### src/common/uic_pkg.sv
// Register map, field positions, codes and carriers for the serial port core
package uic_pkg;
   // ==========================================================
   // Register offsets (host address bits 2:0)
   localparam logic [2:0] A_DATA = 3'h0;
   localparam logic [2:0] A_IER = 3'h1;
   localparam logic [2:0] A_IIR = 3'h2;
   localparam logic [2:0] A_LCR = 3'h3;
   localparam logic [2:0] A_MCR = 3'h4;
   localparam logic [2:0] A_LSR = 3'h5;
   localparam logic [2:0] A_MSR = 3'h6;
   localparam logic [2:0] A_SCR = 3'h7;
   // ==========================================================
   // Field positions
   localparam int L_STB = 2;
   localparam int L_PEN = 3;
   localparam int L_EPS = 4;
   localparam int L_STK = 5;
   localparam int L_BRK = 6;
   localparam int L_DLS = 7;
   localparam int M_DTR = 0;
   localparam int M_RTS = 1;
   localparam int M_OUT2 = 3;
   localparam int M_LOOP = 4;
   localparam int E_RDA = 0;
   localparam int E_THR = 1;
   localparam int E_RLS = 2;
   localparam int E_MS = 3;
   localparam int F_EN = 0;
   localparam int F_RCLR = 1;
   localparam int F_TRG = 6;
   // ==========================================================
   // Identification codes, bits 3:0
   localparam logic [3:0] ID_NONE = 4'h1;
   localparam logic [3:0] ID_RLS = 4'h6;
   localparam logic [3:0] ID_RDA = 4'h4;
   localparam logic [3:0] ID_TMO = 4'hC;
   localparam logic [3:0] ID_THR = 4'h2;
   localparam logic [3:0] ID_MS = 4'h0;
   // ==========================================================
   // Timing: ticks are 16 per bit time
   localparam logic [4:0] PH_HALF = 5'h07;
   localparam logic [4:0] PH_BIT = 5'h0F;
   localparam logic [4:0] PH_STOP15 = 5'h17;
   localparam logic [4:0] PH_STOP2 = 5'h1F;
   localparam logic [2:0] LEN_BASE = 3'h4;
   localparam logic [3:0] CH_BASE = 4'h7;
   localparam logic [15:0] DIV_ONE = 16'h0001;
   // ==========================================================
   // Receive queue and trigger levels
   localparam int RXQ_DEPTH = 32;
   localparam int RXQ_AW = 5;
   localparam logic [5:0] TRG_1 = 6'h01;
   localparam logic [5:0] TRG_4 = 6'h04;
   localparam logic [5:0] TRG_8 = 6'h08;
   localparam logic [5:0] TRG_14 = 6'h0E;
   // Reset values
   localparam logic [7:0] DLL_RST = 8'h01;
   localparam logic [7:0] REG_RST = 8'h00;
   // ==========================================================
   // Carriers
   typedef struct packed {
      logic rd;
      logic wr;
      logic [2:0] addr;
      logic [7:0] wdata;
   } uic_hreq_type;
   typedef struct packed {
      logic bi;
      logic fe;
      logic pe;
      logic [7:0] data;
   } uic_rxch_type;
endpackage : uic_pkg

### src/logic/uic_top.sv
// Serial port core: interrupt identification, line format, modem control
`timescale 1ns/10ps
`default_nettype none
// ==========================================================
// Receive queue: parameterised FIFO with valid/ready on both sides
module uic_fifo #(
   parameter int W = 11,
   parameter int D = 32
) (
   input wire logic clk_in, // Clock
   input wire logic resetn_in, // Async reset, low
   input wire logic clr_in, // Flush
   input wire logic in_valid_in, // Write request
   output logic in_ready_out, // Space left
   input wire logic [W-1:0] in_data_in, // Write word
   output logic out_valid_out, // Word present
   input wire logic out_ready_in, // Read request
   output logic [W-1:0] out_data_out, // Head word
   output logic [$clog2(D):0] count_out // Fill level
);
   localparam int AW = $clog2(D);
   logic [W-1:0] mem_r [D];
   logic [AW-1:0] wp_r, wp_nxt, rp_r, rp_nxt;
   logic [AW:0] cnt_r, cnt_nxt;
   logic push, pop;
   // Handshake terms
   assign in_ready_out = (cnt_r != (AW+1)'(D));
   assign out_valid_out = (cnt_r != '0);
   assign out_data_out = mem_r[rp_r];
   assign count_out = cnt_r;
   assign push = in_valid_in & in_ready_out;
   assign pop = out_valid_out & out_ready_in;
   // Pointer update; depth must be a power of two for natural wrap
   always_comb begin
      wp_nxt = wp_r + AW'(push);
      rp_nxt = rp_r + AW'(pop);
      cnt_nxt = cnt_r + (AW+1)'(push) - (AW+1)'(pop);
      if (clr_in) begin
         wp_nxt = '0;
         rp_nxt = '0;
         cnt_nxt = '0;
      end
   end
   always_ff @(posedge clk_in or negedge resetn_in) begin
      if (!resetn_in) begin
         wp_r <= '0;
         rp_r <= '0;
         cnt_r <= '0;
      end else begin
         wp_r <= wp_nxt;
         rp_r <= rp_nxt;
         cnt_r <= cnt_nxt;
      end
   end
   // Storage has no reset; contents are guarded by the count
   always_ff @(posedge clk_in) begin
      if (push) begin
         mem_r[wp_r] <= in_data_in;
      end
   end
endmodule : uic_fifo

// ==========================================================
module uic_top (
   input wire logic clk_in, // 20 MHz clock
   input wire logic resetn_in, // Async reset, low
   input wire uic_pkg::uic_hreq_type host_in, // Host register access
   output logic [7:0] rdata_out, // Read data, next cycle
   output logic txd_out, // Serial out
   input wire logic rxd_in, // Serial in
   input wire logic cts_n_in, // Clear to send, low
   input wire logic dsr_n_in, // Data set ready, low
   input wire logic ri_n_in, // Ring, low
   input wire logic dcd_n_in, // Carrier detect, low
   output logic dtr_n_out, // Terminal ready, low
   output logic rts_n_out, // Request to send, low
   output logic irq_out // Interrupt, high
);
   import uic_pkg::*;
   typedef enum {TX_IDLE, TX_START, TX_DATA, TX_PAR, TX_STOP} uic_tx_type;
   typedef enum {RX_IDLE, RX_START, RX_DATA, RX_PAR, RX_STOP, RX_WAIT} uic_rx_type;
   logic [3:0] ier_r, ier_nxt, iir_r, iir_nxt, prio, dlt_r, dlt_nxt, mp_r, mi, chg;
   logic [7:0] lcr_r, lcr_nxt, dll_r, dll_nxt, dlm_r, dlm_nxt, scr_r, scr_nxt;
   logic [7:0] thr_r, thr_nxt, rd_mux, rdata_r, rdata_nxt, dmask, lsr;
   logic [4:0] mcr_r, mcr_nxt, tph_r, tph_nxt, rph_r, rph_nxt, tlim, rlim, bph_r, bph_nxt;
   logic [1:0] trg_r, trg_nxt;
   logic fen_r, fen_nxt, rclr, thr_wr, thr_full_r, thr_full_nxt, load, dls, wd_ok;
   logic [15:0] div_cnt_r, div_cnt_nxt;
   logic tick_r, tick_nxt, txi_r, txi_nxt, tpar_r, tpar_nxt, txd_r, txd_nxt;
   uic_tx_type tst_r, tst_nxt;
   uic_rx_type rst_r, rst_nxt;
   logic [2:0] tbit_r, tbit_nxt, rbit_r, rbit_nxt, last_idx;
   logic [7:0] tsh_r, tsh_nxt, rsh_r, rsh_nxt;
   logic rpe_r, rpe_nxt, rx_s, rx_push, stop_ok, rx_fe;
   logic hold, rd_iir, rd_lsr, rd_msr, rd_rbr;
   logic oe_r, oe_nxt, pe_r, pe_nxt, fe_r, fe_nxt, bi_r, bi_nxt, thip_r, thip_nxt;
   logic tmo_r, tmo_nxt, irq_r, irq_nxt, dtr_n_r, dtr_n_nxt, rts_n_r, rts_n_nxt;
   logic rls_p, rda_p, tmo_p, thr_p, ms_p, rda_lvl, q_in_valid, q_ready, q_valid, acc;
   logic [5:0] q_cnt, tcnt_r, tcnt_nxt, tmo_lim, trg_lvl;
   uic_rxch_type rx_ch, q_head;

   // ==========================================================
   // Host access decode
   assign dls = lcr_r[L_DLS];
   assign hold = host_in.rd & (host_in.addr == A_IIR);
   assign rd_iir = hold;
   assign rd_lsr = host_in.rd & (host_in.addr == A_LSR);
   assign rd_msr = host_in.rd & (host_in.addr == A_MSR);
   assign rd_rbr = host_in.rd & (host_in.addr == A_DATA) & ~dls;
   assign wd_ok = host_in.wdata[F_EN];

   // Register writes; FIFO control only takes its other bits with enable set
   always_comb begin
      ier_nxt = ier_r;
      lcr_nxt = lcr_r;
      mcr_nxt = mcr_r;
      dll_nxt = dll_r;
      dlm_nxt = dlm_r;
      scr_nxt = scr_r;
      thr_nxt = thr_r;
      fen_nxt = fen_r;
      trg_nxt = trg_r;
      rclr = 1'b0;
      thr_wr = 1'b0;
      if (host_in.wr) begin
         case (host_in.addr)
            A_DATA: begin
               if (dls) dll_nxt = host_in.wdata;
               else begin
                  thr_nxt = host_in.wdata;
                  thr_wr = 1'b1;
               end
            end
            A_IER: begin
               if (dls) dlm_nxt = host_in.wdata;
               else ier_nxt = host_in.wdata[3:0];
            end
            A_IIR: begin
               fen_nxt = wd_ok;
               rclr = ~wd_ok | host_in.wdata[F_RCLR] | ~fen_r;
               if (wd_ok) trg_nxt = host_in.wdata[F_TRG +: 2];
            end
            A_LCR: lcr_nxt = host_in.wdata;
            A_MCR: mcr_nxt = host_in.wdata[4:0];
            A_SCR: scr_nxt = host_in.wdata;
            default: ;
         endcase
      end
   end

   // Read mux; answer lands one cycle after the read strobe
   always_comb begin
      case (host_in.addr)
         A_DATA: rd_mux = dls ? dll_r : q_head.data;
         A_IER: rd_mux = dls ? dlm_r : {4'h0, ier_r};
         A_IIR: rd_mux = {fen_r, fen_r, 2'b00, iir_r};
         A_LCR: rd_mux = lcr_r;
         A_MCR: rd_mux = {3'h0, mcr_r};
         A_LSR: rd_mux = lsr;
         A_MSR: rd_mux = {mp_r, dlt_r};
         default: rd_mux = scr_r;
      endcase
      rdata_nxt = host_in.rd ? rd_mux : rdata_r;
   end

   // ==========================================================
   // Baud tick: one pulse per divisor count, sixteen per bit
   always_comb begin
      tick_nxt = (div_cnt_r <= DIV_ONE);
      div_cnt_nxt = tick_nxt ? {dlm_r, dll_r} : div_cnt_r - DIV_ONE;
      bph_nxt = tick_r ? ((bph_r == PH_BIT) ? 5'h00 : bph_r + 5'h01) : bph_r;
   end

   // ==========================================================
   // Transmitter; character is masked to the selected length
   assign last_idx = 3'(lcr_r[1:0]) + LEN_BASE;
   assign dmask = 8'hFF >> (3'h7 - last_idx);
   always_comb begin
      tst_nxt = tst_r;
      tbit_nxt = tbit_r;
      tsh_nxt = tsh_r;
      tpar_nxt = tpar_r;
      load = 1'b0;
      txi_nxt = 1'b1;
      if (!lcr_r[L_STB]) tlim = PH_BIT;
      else tlim = (lcr_r[1:0] == 2'b00) ? PH_STOP15 : PH_STOP2;
      if (tst_r != TX_STOP) tlim = PH_BIT;
      tph_nxt = (tick_r && tst_r != TX_IDLE) ? ((tph_r == tlim) ? 5'h00 : tph_r + 5'h01) : tph_r;
      case (tst_r)
         TX_IDLE: begin
            tph_nxt = 5'h00;
            if (thr_full_r) begin
               load = 1'b1;
               tsh_nxt = thr_r & dmask;
               // Stick forces inverse of even select, else odd/even sum
               tpar_nxt = lcr_r[L_STK] ? ~lcr_r[L_EPS] : ^(thr_r & dmask) ^ ~lcr_r[L_EPS];
               tst_nxt = TX_START;
            end
         end
         TX_START: begin
            txi_nxt = 1'b0;
            tbit_nxt = 3'h0;
            if (tick_r && tph_r == tlim) tst_nxt = TX_DATA;
         end
         TX_DATA: begin
            txi_nxt = tsh_r[tbit_r];
            if (tick_r && tph_r == tlim) begin
               tbit_nxt = tbit_r + 3'h1;
               if (tbit_r == last_idx) tst_nxt = lcr_r[L_PEN] ? TX_PAR : TX_STOP;
            end
         end
         TX_PAR: begin
            txi_nxt = tpar_r;
            if (tick_r && tph_r == tlim) tst_nxt = TX_STOP;
         end
         TX_STOP: begin
            if (tick_r && tph_r == tlim) tst_nxt = TX_IDLE;
         end
         default: tst_nxt = TX_IDLE;
      endcase
      // A write landing with the load keeps the holding register full
      thr_full_nxt = thr_wr | (thr_full_r & ~load);
      // Loopback marks the pin; break forces space whatever is sent
      txd_nxt = mcr_r[M_LOOP] ? 1'b1 : (lcr_r[L_BRK] ? 1'b0 : txi_r);
   end

   // ==========================================================
   // Receiver; start is rechecked at mid-bit to reject glitches
   assign rx_s = mcr_r[M_LOOP] ? txi_r : rxd_in;
   always_comb begin
      rst_nxt = rst_r;
      rbit_nxt = rbit_r;
      rsh_nxt = rsh_r;
      rpe_nxt = rpe_r;
      rx_push = 1'b0;
      rlim = (rst_r == RX_START) ? PH_HALF : PH_BIT;
      stop_ok = tick_r & (rph_r == rlim);
      rph_nxt = tick_r ? (stop_ok ? 5'h00 : rph_r + 5'h01) : rph_r;
      rx_fe = ~rx_s;
      case (rst_r)
         RX_IDLE: begin
            rph_nxt = 5'h00;
            if (!rx_s) rst_nxt = RX_START;
         end
         RX_START: begin
            rbit_nxt = 3'h0;
            rsh_nxt = 8'h00;
            if (stop_ok) rst_nxt = rx_s ? RX_IDLE : RX_DATA;
         end
         RX_DATA: begin
            if (stop_ok) begin
               rsh_nxt[rbit_r] = rx_s;
               rbit_nxt = rbit_r + 3'h1;
               if (rbit_r == last_idx) rst_nxt = lcr_r[L_PEN] ? RX_PAR : RX_STOP;
               rpe_nxt = 1'b0;
            end
         end
         RX_PAR: begin
            if (stop_ok) begin
               rpe_nxt = rx_s != (lcr_r[L_STK] ? ~lcr_r[L_EPS] : ^rsh_r ^ ~lcr_r[L_EPS]);
               rst_nxt = RX_STOP;
            end
         end
         RX_STOP: begin
            // Only the first stop is sampled; later stops look like idle
            if (stop_ok) begin
               rx_push = 1'b1;
               rst_nxt = rx_s ? RX_IDLE : RX_WAIT;
            end
         end
         RX_WAIT: begin
            // Break or framing fault: wait for mark so one char is queued
            rph_nxt = 5'h00;
            if (rx_s) rst_nxt = RX_IDLE;
         end
         default: rst_nxt = RX_IDLE;
      endcase
      rx_ch = '{bi: rx_fe & (rsh_r == 8'h00), fe: rx_fe, pe: rpe_r, data: rsh_r};
   end

   // Outside FIFO mode the queue acts as a single holding register
   assign q_in_valid = rx_push & (fen_r | ~q_valid);
   assign acc = q_in_valid & q_ready;

   uic_fifo #(.W($bits(uic_rxch_type)), .D(RXQ_DEPTH)) u_rxq (
      .clk_in(clk_in),
      .resetn_in(resetn_in),
      .clr_in(rclr),
      .in_valid_in(q_in_valid),
      .in_ready_out(q_ready),
      .in_data_in(rx_ch),
      .out_valid_out(q_valid),
      .out_ready_in(rd_rbr),
      .out_data_out(q_head),
      .count_out(q_cnt)
   );

   // ==========================================================
   // Status, sources and identification; set beats clear, except that a data read clears the timeout
   always_comb begin
      case (trg_r)
         2'b00: trg_lvl = TRG_1;
         2'b01: trg_lvl = TRG_4;
         2'b10: trg_lvl = TRG_8;
         default: trg_lvl = TRG_14;
      endcase
      rda_lvl = fen_r ? (q_cnt >= trg_lvl) : q_valid;
      oe_nxt = (rx_push & ~acc) | (oe_r & ~rd_lsr);
      pe_nxt = (acc & rx_ch.pe) | (pe_r & ~rd_lsr);
      fe_nxt = (acc & rx_ch.fe) | (fe_r & ~rd_lsr);
      bi_nxt = (acc & rx_ch.bi) | (bi_r & ~rd_lsr);
      lsr = {fen_r & (pe_r | fe_r | bi_r), ~thr_full_r & (tst_r == TX_IDLE), ~thr_full_r,
             bi_r, fe_r, pe_r, oe_r, q_valid};
      // Four character times counted in bit times: start+data+parity+stops, times four
      tmo_lim = {4'(lcr_r[1:0]) + CH_BASE + 4'(lcr_r[L_PEN]) + 4'(lcr_r[L_STB]), 2'b00};
      if (!q_valid || acc || rd_rbr) tcnt_nxt = 6'h00;
      else if (tick_r && bph_r == PH_BIT && tcnt_r != tmo_lim) tcnt_nxt = tcnt_r + 6'h01;
      else tcnt_nxt = tcnt_r;
      tmo_nxt = fen_r & q_valid & ~rd_rbr & ((tcnt_r == tmo_lim) | tmo_r);
      thip_nxt = load | (~ier_r[E_THR] & ier_nxt[E_THR] & ~thr_full_r)
                 | (thip_r & ~thr_wr & ~(rd_iir & iir_r == ID_THR));
      mi = mcr_r[M_LOOP] ? {mcr_r[M_OUT2], mcr_r[2], mcr_r[M_DTR], mcr_r[M_RTS]}
                         : ~{dcd_n_in, ri_n_in, dsr_n_in, cts_n_in};
      chg = {mi[3] ^ mp_r[3], mp_r[2] & ~mi[2], mi[1] ^ mp_r[1], mi[0] ^ mp_r[0]};
      dlt_nxt = chg | (dlt_r & ~{4{rd_msr}});
      rls_p = ier_r[E_RLS] & (oe_r | pe_r | fe_r | bi_r);
      rda_p = ier_r[E_RDA] & rda_lvl;
      // Gate with FIFO mode so a stale timeout never shows after disable
      tmo_p = ier_r[E_RDA] & tmo_r & fen_r;
      thr_p = ier_r[E_THR] & thip_r;
      ms_p = ier_r[E_MS] & (|dlt_r);
      // Fixed priority chain, line status first
      if (rls_p) prio = ID_RLS;
      else if (rda_p) prio = ID_RDA;
      else if (tmo_p) prio = ID_TMO;
      else if (thr_p) prio = ID_THR;
      else if (ms_p) prio = ID_MS;
      else prio = ID_NONE;
      iir_nxt = hold ? iir_r : prio;
      irq_nxt = (prio != ID_NONE) & mcr_r[M_OUT2];
      dtr_n_nxt = mcr_r[M_LOOP] | ~mcr_r[M_DTR];
      rts_n_nxt = mcr_r[M_LOOP] | ~mcr_r[M_RTS];
   end

   // ==========================================================
   // State registers
   always_ff @(posedge clk_in or negedge resetn_in) begin
      if (!resetn_in) begin
         ier_r <= 4'h0;
         lcr_r <= REG_RST;
         mcr_r <= 5'h00;
         dll_r <= DLL_RST;
         dlm_r <= REG_RST;
         scr_r <= REG_RST;
         thr_r <= REG_RST;
         fen_r <= 1'b0;
         trg_r <= 2'b00;
         rdata_r <= REG_RST;
         div_cnt_r <= DIV_ONE;
         tick_r <= 1'b0;
         bph_r <= 5'h00;
         tst_r <= TX_IDLE;
         tph_r <= 5'h00;
         tbit_r <= 3'h0;
         tsh_r <= REG_RST;
         tpar_r <= 1'b0;
         txi_r <= 1'b1;
         txd_r <= 1'b1;
         thr_full_r <= 1'b0;
         rst_r <= RX_IDLE;
         rph_r <= 5'h00;
         rbit_r <= 3'h0;
         rsh_r <= REG_RST;
         rpe_r <= 1'b0;
         {oe_r, pe_r, fe_r, bi_r, tmo_r, thip_r} <= 6'h00;
         tcnt_r <= 6'h00;
         mp_r <= 4'h0;
         dlt_r <= 4'h0;
         iir_r <= ID_NONE;
         irq_r <= 1'b0;
         dtr_n_r <= 1'b1;
         rts_n_r <= 1'b1;
      end else begin
         ier_r <= ier_nxt;
         lcr_r <= lcr_nxt;
         mcr_r <= mcr_nxt;
         dll_r <= dll_nxt;
         dlm_r <= dlm_nxt;
         scr_r <= scr_nxt;
         thr_r <= thr_nxt;
         fen_r <= fen_nxt;
         trg_r <= trg_nxt;
         rdata_r <= rdata_nxt;
         div_cnt_r <= div_cnt_nxt;
         tick_r <= tick_nxt;
         bph_r <= bph_nxt;
         tst_r <= tst_nxt;
         tph_r <= tph_nxt;
         tbit_r <= tbit_nxt;
         tsh_r <= tsh_nxt;
         tpar_r <= tpar_nxt;
         txi_r <= txi_nxt;
         txd_r <= txd_nxt;
         thr_full_r <= thr_full_nxt;
         rst_r <= rst_nxt;
         rph_r <= rph_nxt;
         rbit_r <= rbit_nxt;
         rsh_r <= rsh_nxt;
         rpe_r <= rpe_nxt;
         {oe_r, pe_r, fe_r, bi_r, tmo_r, thip_r} <= {oe_nxt, pe_nxt, fe_nxt, bi_nxt, tmo_nxt, thip_nxt};
         tcnt_r <= tcnt_nxt;
         mp_r <= mi;
         dlt_r <= dlt_nxt;
         iir_r <= iir_nxt;
         irq_r <= irq_nxt;
         dtr_n_r <= dtr_n_nxt;
         rts_n_r <= rts_n_nxt;
      end
   end
   assign rdata_out = rdata_r;
   assign txd_out = txd_r;
   assign irq_out = irq_r;
   assign dtr_n_out = dtr_n_r;
   assign rts_n_out = rts_n_r;
endmodule : uic_top
`default_nettype wire

### config.mk
export PLATFORM = sky130hd
export DESIGN_NAME = uic_top
export DESIGN_NICKNAME = d
export VERILOG_FILES = /design/src/common/uic_pkg.sv /design/src/logic/uic_top.sv
export SDC_FILE = /design/constraint.sdc
export NUM_CORES = 1
export LEC_CHECK = 0
export BUFFER_PORTS_ARGS = -buffer_cell sky130_fd_sc_hd__buf_2
export CORE_MARGIN = 2
export CORE_UTILIZATION = 35
export CTS_CLUSTER_DIAMETER = 40
export DETAILED_ROUTE_END_ITERATION = 12
export GPL_TIMING_DRIVEN = 0
export SLEW_MARGIN = 20
export SYNTH_ARGS = -nofsm -noshare
export SYNTH_HDL_FRONTEND = slang
export SYNTH_SLANG_ARGS = --single-unit
### constraint.sdc
create_clock -name clk_in -period 3.6 [get_ports clk_in]
set_clock_uncertainty 0.2 [all_clocks]
set_input_delay 0.18 -clock clk_in [delete_from_list [all_inputs] [get_ports clk_in]]
set_output_delay 0.18 -clock clk_in [all_outputs]
set_load 0.05 [all_outputs]
==> After elaboration in Yosys (flattened, before gate mapping) <==
Memory sizes are Yosys's and may differ from the RTL's.
Index checks and enable logic that the tools add are counted.
W data, S select, Z words.
{ "totals": {"regBits": 226, "mem_bits_rw": 352, "inputBits": 20, "out_inout_bits": 12, "wordCells": 314, "mem_count": 1} }
{ "op_classes": {"add_sub_neg": 16, "order_cmp": 5, "eq_ne": 44, "shifts": 1, "n_mux": 80, "n_bitwise": 82, "reduce_logical": 42} }
{ "memory_table": {"columns": ["name", "depth", "width", "rd", "rd_ports_with_merged_regs", "wr", "line", "text"], "rows": [
  ["u_rxq.mem_r", 32, 11, 1, 0, 1, "uic_top.sv:22", "logic [W-1:0] mem_r [D];"]
]} }
{ "op_table": {"columns": ["op", "n"], "rows": [
  ["$mux W32", 13],
  ["$pmux W32 S6", 1],
  ["$eq A32 B2 Y1 const B", 5],
  ["$pmux W32 S5", 1],
  ["$eq A32 B3 Y1 const B", 3],
  ["$logic_not A32 Y1", 3],
  ["$eq A32 B1 Y1 const B", 2],
  ["$pmux W8 S7", 1],
  ["$mux W5", 11],
  ["$and A1 B1 Y1", 37],
  ["$ne A32 B4 Y1 const B", 1],
  ["$reduce_bool A32 Y1", 1],
  ["$ne A2 B2 Y1 const B", 13],
  ["$mux W4", 6],
  ["$mux W8", 3],
  ["$mux W1", 22],
  ["$mux W6", 3],
  ["$or A1 B1 Y1", 18],
  ["$reduce_and A3 Y1", 6],
  ["$not A1 Y1", 17],
  ["$le A16 B1 Y1 const B", 1],
  ["$mux W16", 1],
  ["$pmux W8 S2", 1],
  ["$reduce_xor A8 Y1", 2],
  ["other kinds (57)", 98]
]} }

==> Depth between registers and ports, before layout <==
Gate-level depths: netlist of the first run.
{ "depth": {"ltp_word": 11, "mapped_depth": 14, "depth_no_buf": 14} }

==> Hierarchy <==
A second synthesis of the first run with hierarchy kept.
{ "hier_totals": {"hier_cells": 1577, "hier_area_um2": 22763.1} }
{ "modules_own_cells": {"columns": ["module", "n_inst", "cells_per_inst", "area_each_um2", "seq_area_each_um2"], "rows": [
  ["uic_fifo", 1, 766, 14625.3, 10970.5],
  ["uic_top", 1, 811, 8137.8, 3812.4]
]} }

==> Worst setup path before layout of the first run <==
Ideal clock, no wire load.
{ "synth_timing": {"path_type": "register to register", "from": "reg lcr_r[0]", "to": "reg tcnt_r[1]", "setup_ps": 124, "arrival_ps": 2586, "t_required_ps": 3276, "setup_slack_ps": 690, "path_stages_with_launch": 13, "path_buffers": 1, "period_less_slack_ps": 2910, "cell_sequence": "dfrtp_1 -> clkbuf_1 -> inv_1 -> ha_1 -> inv_1 -> ha_1 -> fa_1 -> xnor2_1 -> nand3_1 -> nor3_1 -> nand3b_1 -> mux2i_1 -> nor2_1"} }
{ "synth_between": {"elab_chain_len": 6} }
{ "synth_lines": {"columns": ["item", "line", "text"], "rows": [
  ["start: declaration", "uic_top.sv:83", "logic [7:0] lcr_r, lcr_nxt, dll_r, dll_nxt, dlm_r, dlm_nxt, scr_r, scr_nxt;"],
  ["start signal: assignment", "uic_top.sv:385", "lcr_r <= lcr_nxt;"],
  ["$add A2 B3 Y4", "uic_top.sv:315", "tmo_lim = {4'(lcr_r[1:0]) + CH_BASE + 4'(lcr_r[L_PEN]) + 4'(lcr_r[L_STB]), 2'b00};"],
  ["$add A4 B1 Y4 (2 in a row)", "uic_top.sv:315", null],
  ["$ne A6 B6 Y1", "uic_top.sv:317", "else if (tick_r && bph_r == PH_BIT && tcnt_r != tmo_lim) tcnt_nxt = tcnt_r + 6'h01;"],
  ["$logic_and A1 B1 Y1", "uic_top.sv:317", null],
  ["$reduce_bool A2 Y1 (no source line)", null, null],
  ["end signal: assignment", "uic_top.sv:411", "tcnt_r <= tcnt_nxt;"],
  ["end: declaration", "uic_top.sv:99", "logic [5:0] q_cnt, tcnt_r, tcnt_nxt, tmo_lim, trg_lvl;"]
]} }
No other way between the ends.
A chain may end at the register's enable or synchronous reset.

==> Worst setup path after layout of the first run <==
{ "layout_timing": {"from": "reg rph_r[0]", "to": "mem u_rxq.mem_r[11][6] (enable)"} }
{ "layout_between": {"elab_chain_len": 8} }
{ "layout_lines": {"columns": ["item", "line", "text"], "rows": [
  ["start: declaration", "uic_top.sv:85", "logic [4:0] mcr_r, mcr_nxt, tph_r, tph_nxt, rph_r, rph_nxt, tlim, rlim, bph_r, bph_nxt;"],
  ["start signal: assignment", "uic_top.sv:406", "rph_r <= rph_nxt;"],
  ["$eq A5 B4 Y1", "uic_top.sv:237", "stop_ok = tick_r & (rph_r == rlim);"],
  ["$and A1 B1 Y1", "uic_top.sv:237", null],
  ["$mux W1", "uic_top.sv:266", "if (stop_ok) begin"],
  ["$mux W1", "uic_top.sv:240", "case (rst_r)"],
  ["$and A1 B1 Y1", "uic_top.sv:282", "assign q_in_valid = rx_push & (fen_r | ~q_valid);"],
  ["$and A1 B1 Y1", "uic_top.sv:31", "assign push = in_valid_in & in_ready_out;"],
  ["$mux W1", "uic_top.sv:57", "if (push) begin"],
  ["$mux W1 (implied by the code)", "uic_top.sv:58", "mem_r[wp_r] <= in_data_in;"],
  ["end: declaration", "uic_top.sv:22", null]
]} }
No other way between the ends.

==> results_dict.tcl, run 1 <==
set metrics [dict create \
    outcome "completed" \
    sw_frac_of_total_pct 28.1 \
    cpPeakStageDelay_ps 850 \
    p_switching_mw 4.15 \
    r2r-end "u_rxq.mem_r[11][6]$_DFFE_PP_" \
    synth_mux_area_share_pct 12.6 \
    antenna_found_initial 1 \
    drv_cap 0 \
    whs_endpoint "mp_r[2]$_DFF_PN0_" \
    ys_dominant_reg_cell "edfxtp_1" \
    place_congestion 0.952 \
    num-fill-cells 4890 \
    synth_top_family_by_area "multiplexers" \
    crit_path_end_kind "flop" \
    fmax_mhz 285 \
    initial_core_util_pct 35.4 \
    routed_via_density 5.34 \
    crit_required_ps 3620 \
    ys_seq_elements 424 \
    core_area_um2 53800 \
    fp-row-count 85 \
    pwr-share-seq_pct 40.0 \
    ios 32 \
    vias 12031 \
    min_period_over_period_pct 97.6 \
    synthDistinctLibCells 79 \
    cts_buffers 61 \
    die_h_um 237 \
    finalWirelength_um 49000 \
    grt_usage_pct 17.5 \
    hpwl_um 32700 \
    ant_nets 0 \
    rsz0062_at_grt "yes" \
    rr_worst_depth 9 \
    slew_violations 0 \
    grt_max_degree 64 \
    crit_chain "ha_1 > and4b_1 > buf_4 > nand2_2 > nor3_2 > nor2b_1 > buf_4 > nand3_1 > nor2_1" \
    p_leak_nw 7.95 \
    avgRoutedWirePerCell_um 21.8 \
    place.port_buffers 29 \
    worstSetupPathType "reg2reg" \
    clk_latency_ps 610 \
    pwr-share-comb_pct 18.0 \
    h-tree-depth 2 \
    drtIter0Drc 993 \
    cts_root_buffer "clkbuf_16" \
    avgSynthCellArea_um2 13.7 \
    yosys_warnings 0 \
    min_period_ps 3510 \
    power_frac_clock_pct 42.0 \
    synthArstFlopShare_pct 39.6 \
    synth_xor_area_share_pct 2.56 \
    yosys.area_share.simple_pct 10.6 \
    nets 1564 \
    die_w_um 237 \
    finalHoldViolCount 0 \
    synth_compound_area_share_pct 6.51 \
    cts_tree "yes" \
    ir_drop_mv 0.412 \
    worst_pin_slew_ps 1090 \
    synth_area_um2 19000 \
    tns_ps 0 \
    syn_nets 1445 \
    crit_path_frequent_cell "buf_4" \
    start_kind "flop" \
    regToRegSetupSlack_ps 90 \
    diodes 0 \
    critPathLaunch "rph_r[0]$_DFFE_PN0P_" \
    clk_pin_slew_ps 60 \
    hold-path-cell-count 3 \
    hold_start "ri_n_in" \
    cpMaxStageDelayCell "nor2_1" \
    overflow 0 \
    layout-drive-gt1-share_pct 21.0 \
    remaining_drc_errors 0 \
    seq_area_frac_synth_pct 62.5 \
    total_power_mw 14.8 \
    arrival_ps 3540 \
    firstDrtPassIters 5 \
    die_area_um2 56300 \
    synthAdderAreaFrac_pct 2.51 \
    seq_area_um2 11900 \
    cellPowerDensity_nw_per_um2 654 \
    grt_pass1_wl_um 74500 \
    multi_input_area_um2 6650 \
    worstPathMaxFanout 9 \
    grt_pass1_vias 12217 \
    hp-class "in2reg" \
    postCtsSetupBuffers 0 \
    synth_edf_count 256 \
    timing.rr.start "rph_r[0]$_DFFE_PN0P_" \
    area_growth_syn_to_layout_pct 18.5 \
    clock_sinks 424 \
    cts_buffer_depth 3 \
    slew_headroom_pct 27.3 \
    p_int_mw 10.6 \
    setup_viol 0 \
    syn_inst 1388 \
]
-- worst max path at each step --
stage | to | slack [ps] | depth (start not counted)
3_3_place_gp | rdata_out[3]$_DFFE_PN0P_ | -580 | 1
5_1_grt | u_rxq.mem_r[31][7]$_DFFE_PP_ | -50 | 9
4_1_cts | u_rxq.mem_r[26][6]$_DFFE_PP_ | 20 | 9
2_1_floorplan | tcnt_r[1]$_DFFE_PN0P_ | 690 | 12
3_5_place_dp | tcnt_r[1]$_DFFE_PN0P_ | 20 | 12
6_report | u_rxq.mem_r[11][6]$_DFFE_PP_ | 90 | 9
-- registers in the layout, summed over array words and instances, names as in the netlist, 6 cells and up --
name             count
tcnt_r               6
lcr_r                8
scr_r                8
rdata_out            8
dll_r                8
u_rxq.mem_r        256
u_rxq.count_out      6
dlm_r                8
rsh_r                8
thr_r                8
div_cnt_r           16
tsh_r                8
-- power groups by stage --
stage	Sequential, mW	Combinational, mW	Clock, mW
finish	5.91	2.65	6.20
global route	5.96	2.91	6.50
CTS	5.91	2.68	6.30
detailed placement	6.00	2.63	0
global placement	5.99	2.58	0
floorplan	5.95	1.83	0
-- cells by family after synthesis --
| group | after synthesis |
|---|---|
| AO/OA/AOI/OAI | 188 |
| flip-flops | 424 |
| AND/OR/NAND/NOR | 409 |
| adder cells (fa/ha/maj) | 37 |
| XOR/XNOR | 54 |
| multiplexers | 157 |
| buffers and inverters | 119 |
-- cell usage after synthesis, types with 9 or more instances --
cell type,count,area (um2)
a22oi_1,9,67.6
o21ai_0,45,225
clkbuf_1,34,128
a21oi_1,36,180
xnor2_1,35,307
mux4_2,60,1350
inv_1,48,180
xor2_1,18,158
nor2_2,9,56.3
ha_1,35,438
nand2_1,112,420
buf_2,23,115
nand4_1,12,75.1
nand2b_1,16,100
dfrtp_1,161,4030
nor2_1,113,424
mux2i_1,37,370
nor2b_1,22,138
nor3_1,21,105
o22ai_1,12,75.1
nand3b_1,13,97.6
o211ai_1,10,75.1
nand3_1,36,180
mux2_2,60,676
a31oi_1,9,56.3
edfxtp_1,256,7690
-- area by class of cell --
type / count / area share, %
flip-flops and latches: 424 / 52.8
multi-input cells: 845 / 29.5
clock buffers: 74 / 7.30
well taps: 696 / 3.86
clock inverters: 38 / 2.20
repair buffers: 56 / 2.12
plain buffers: 71 / 1.48
inverters: 48 / 0.799
-- metrics by stage --
step	cells	hold WS, ps	setup WS [ps]	area, um2	util, %
3_5_place_dp	2115	-95.0	15.7	20100	37.4
6_report	2252	119	85.5	22600	41.9
5_1_grt	2252	106	-47.5	22600	41.9
4_1_cts	2252	90.4	19.5	22500	41.9
2_1_floorplan	1388	-316	690	19000	-
3_3_place_gp	2113	191	-580	20000	37.3
-- cell usage in the layout (no fill, tap or decap), types with 42 or more instances in the layout --
| master | count |
|---|---|
| clkbuf_1 | 42 |
| mux2_2 | 60 |
| inv_1 | 48 |
| o21ai_0 | 45 |
| edfxtp_1 | 256 |
| clkbuf_16 | 63 |
| buf_2 | 51 |
| nand2_1 | 112 |
| mux4_2 | 60 |
| nor2_1 | 109 |
| dfrtp_1 | 154 |
-- repair_timing --
item                                    CTS  global route
hold buffers                             25             0
endpoints found under the setup margin    1            78
gates resized for setup                   1             4
endpoints found under the hold margin   167             0
pin swaps                                 0             0
-- critical path: cells and delay by family (launching register included) --
family                     cells  cell delay, ps
DFF                            1             420
adders and majority gates      1             210
buffers and inverters          2             310
and+or+nand+nor                6            1980
-- layer usage --
layer	routed length, um	global-route usage [%]	share of wire [%]	up-vias
met5	9	0	0.018	-
met4	1540	5.74	3.1	2
met3	2700	3.11	5.5	99
met2	23600	29.2	48	357
met1	21200	23.4	43	6138
li1	-	-	-	5435
Power figures use the tool's default switching activity.
==> run 2: changes to the inputs <==
--- a/config.mk
+++ b/config.mk
@@ -6,11 +6,14 @@
 export NUM_CORES = 1
 export LEC_CHECK = 0
 export BUFFER_PORTS_ARGS = -buffer_cell sky130_fd_sc_hd__buf_2
+export CELL_PAD_IN_SITES_DETAIL_PLACEMENT = 0
+export CELL_PAD_IN_SITES_GLOBAL_PLACEMENT = 2
 export CORE_MARGIN = 2
 export CORE_UTILIZATION = 35
 export CTS_CLUSTER_DIAMETER = 40
 export DETAILED_ROUTE_END_ITERATION = 12
 export GPL_TIMING_DRIVEN = 0
+export PLACE_DENSITY_LB_ADDON = 0.1
 export SLEW_MARGIN = 20
 export SYNTH_ARGS = -nofsm -noshare
 export SYNTH_HDL_FRONTEND = slang
==> results_dict.tcl, run 2 (synthesis gave the netlist of run 1 again) <==
set metrics [dict create \
    outcome "completed" \
    die_area_um2 56300 \
    whs_endpoint "mp_r[2]$_DFF_PN0_" \
    clk_pin_slew_ps 50 \
    remaining_drc_errors 0 \
    avgRoutedWirePerCell_um 23.7 \
    rsz0062_at_grt "yes" \
    die_w_um 237 \
    hold_start "ri_n_in" \
    total_power_mw 16.1 \
    h-tree-depth 3 \
    firstDrtPassIters 4 \
    area_growth_syn_to_layout_pct 21.4 \
    place.port_buffers 29 \
    hpwl_um 36400 \
    initial_core_util_pct 35.4 \
    fmax_mhz 282 \
    r2r-end "u_rxq.mem_r[10][5]$_DFFE_PP_" \
    finalHoldViolCount 0 \
    vias 11909 \
    min_period_ps 3540 \
    grt_max_degree 62 \
    crit_required_ps 3620 \
    antenna_found_initial 0 \
    nets 1578 \
    whs_ps 143 \
    clock_sinks 424 \
    grt_pass1_vias 12261 \
    grt_usage_pct 19.7 \
    core_area_um2 53800 \
    ir_drop_mv 0.354 \
    drtIter0Drc 705 \
    ios 32 \
    die_h_um 237 \
    cts_root_buffer "clkbuf_16" \
    slew_violations 0 \
    largestRegisters "u_rxq.mem_r: 256 flops, div_cnt_r: 16 flops" \
    min_period_over_period_pct 98.4 \
    cts_buffers 77 \
    cellPowerDensity_nw_per_um2 697 \
    worstSetupPathType "reg2reg" \
    slew_headroom_pct 34.3 \
    cts_buffer_depth 3 \
    timing.rr.start "rph_r[0]$_DFFE_PN0P_" \
    place_congestion 0.825 \
    layout_commonest_cell "edfxtp_1" \
    finalWirelength_um 54200 \
    ant_nets 0 \
    place_area_um2 20100 \
    regToRegSetupSlack_ps 60 \
    hold-path-cell-count 3 \
    worst_pin_slew_ps 985 \
    drv_cap 0 \
    fp-row-count 85 \
    max_flop_register "u_rxq.mem_r" \
    fin_util_pct 42.9 \
    diodes 0 \
    overflow 0 \
    largest_register_ffs 256 \
    start_kind "flop" \
    arrival_ps 3570 \
    fin_cells 2281 \
    clk_latency_ps 600 \
    rr_worst_depth 9 \
    hp-class "in2reg" \
    setup_viol 0 \
    cts_tree "yes" \
    worstPathMaxFanout 9 \
    num-fill-cells 4948 \
    layout-drive-gt1-share_pct 23.0 \
    fin_area_um2 23100 \
    routed_via_density 5.22 \
    final_cell_mix "256 x edfxtp_1, 153 x dfrtp_1, 112 x nand2_1" \
    crit_path_end_kind "flop" \
    grt_pass1_wl_um 81000 \
    placedCellCount 2116 \
    p_leak_nw 8.22 \
]
run 2: per-stage QoR:
step / setup slack [ps] / setup TNS, ps
after global placement: -916 / -143420
after CTS: 7.23 / 0
final: 57.4 / 0
after floorplan: 690 / 0
after global routing: -95.9 / -5640
after detailed placement: -86.2 / -520
run 2: worst max-delay path by stage:
stage	startpoint	endpoint	slack, ps	cells past startpoint
after global routing	u_rxq.count_out[3]$_DFF_PN0_	u_rxq.mem_r[9][5]$_DFFE_PP_	-100	9
after floorplan	lcr_r[0]$_DFFE_PN0P_	tcnt_r[1]$_DFFE_PN0P_	690	12
after global placement	resetn_in	div_cnt_r[2]$_DFF_PN0_	-920	1
final	rph_r[0]$_DFFE_PN0P_	u_rxq.mem_r[10][5]$_DFFE_PP_	60	9
after detailed placement	lcr_r[0]$_DFFE_PN0P_	tcnt_r[1]$_DFFE_PN0P_	-90	12
after CTS	rph_r[0]$_DFFE_PN0P_	u_rxq.mem_r[9][2]$_DFFE_PP_	7	9
run 2: area by class of cell:
type | instances | area [um2] | share of cell area, %
plain buffers | 70 | 329 | 1.42
clock buffers | 83 | 2020 | 8.75
clock inverters | 60 | 684 | 2.96
inverters | 48 | 180 | 0.780
multi-input cells | 845 | 6650 | 28.8
flip-flops and latches | 424 | 11900 | 51.5
well taps | 696 | 871 | 3.77
repair buffers | 55 | 465 | 2.01
run 2: power breakdown:
part	total (mW)	switching [mW]	leakage (nW)	internal [mW]
registers	5.92	0.383	4.17	5.54
clock network	7.53	2.67	1.29	4.86
logic	2.66	1.52	2.76	1.14
total	16.1	4.57	8.22	11.5
run 2: repair_timing:
item | in CTS | in global routing
hold endpoints to repair | 169 | 0
endpoints found under the setup margin | 11 | 112
hold buffers | 23 | 0
cloned | 0 | 0
resized for setup | 2 | 3
buffers inserted | 0 | 0
run 2: routing by layer:
layer / wire length [um] / vias up / part of all wire [%] / GRT usage [%]
met5: 0 / - / 0 / 0
met3: 2020 / 93 / 3.7 / 3.62
met4: 1450 / 0 / 2.7 / 6.37
li1: - / 5493 / - / -
met2: 26300 / 231 / 49 / 32.6
met1: 24400 / 6092 / 45 / 26.2
run 2: critical path, stage by stage (launching register included):
cell      delay (ps)
dfrtp_1          410
ha_1             220
and4b_1          210
buf_4            140
nand2_2           80
nor3_2           250
nor2b_1          160
buf_4            190
nand3b_1         420
nor2_1           890
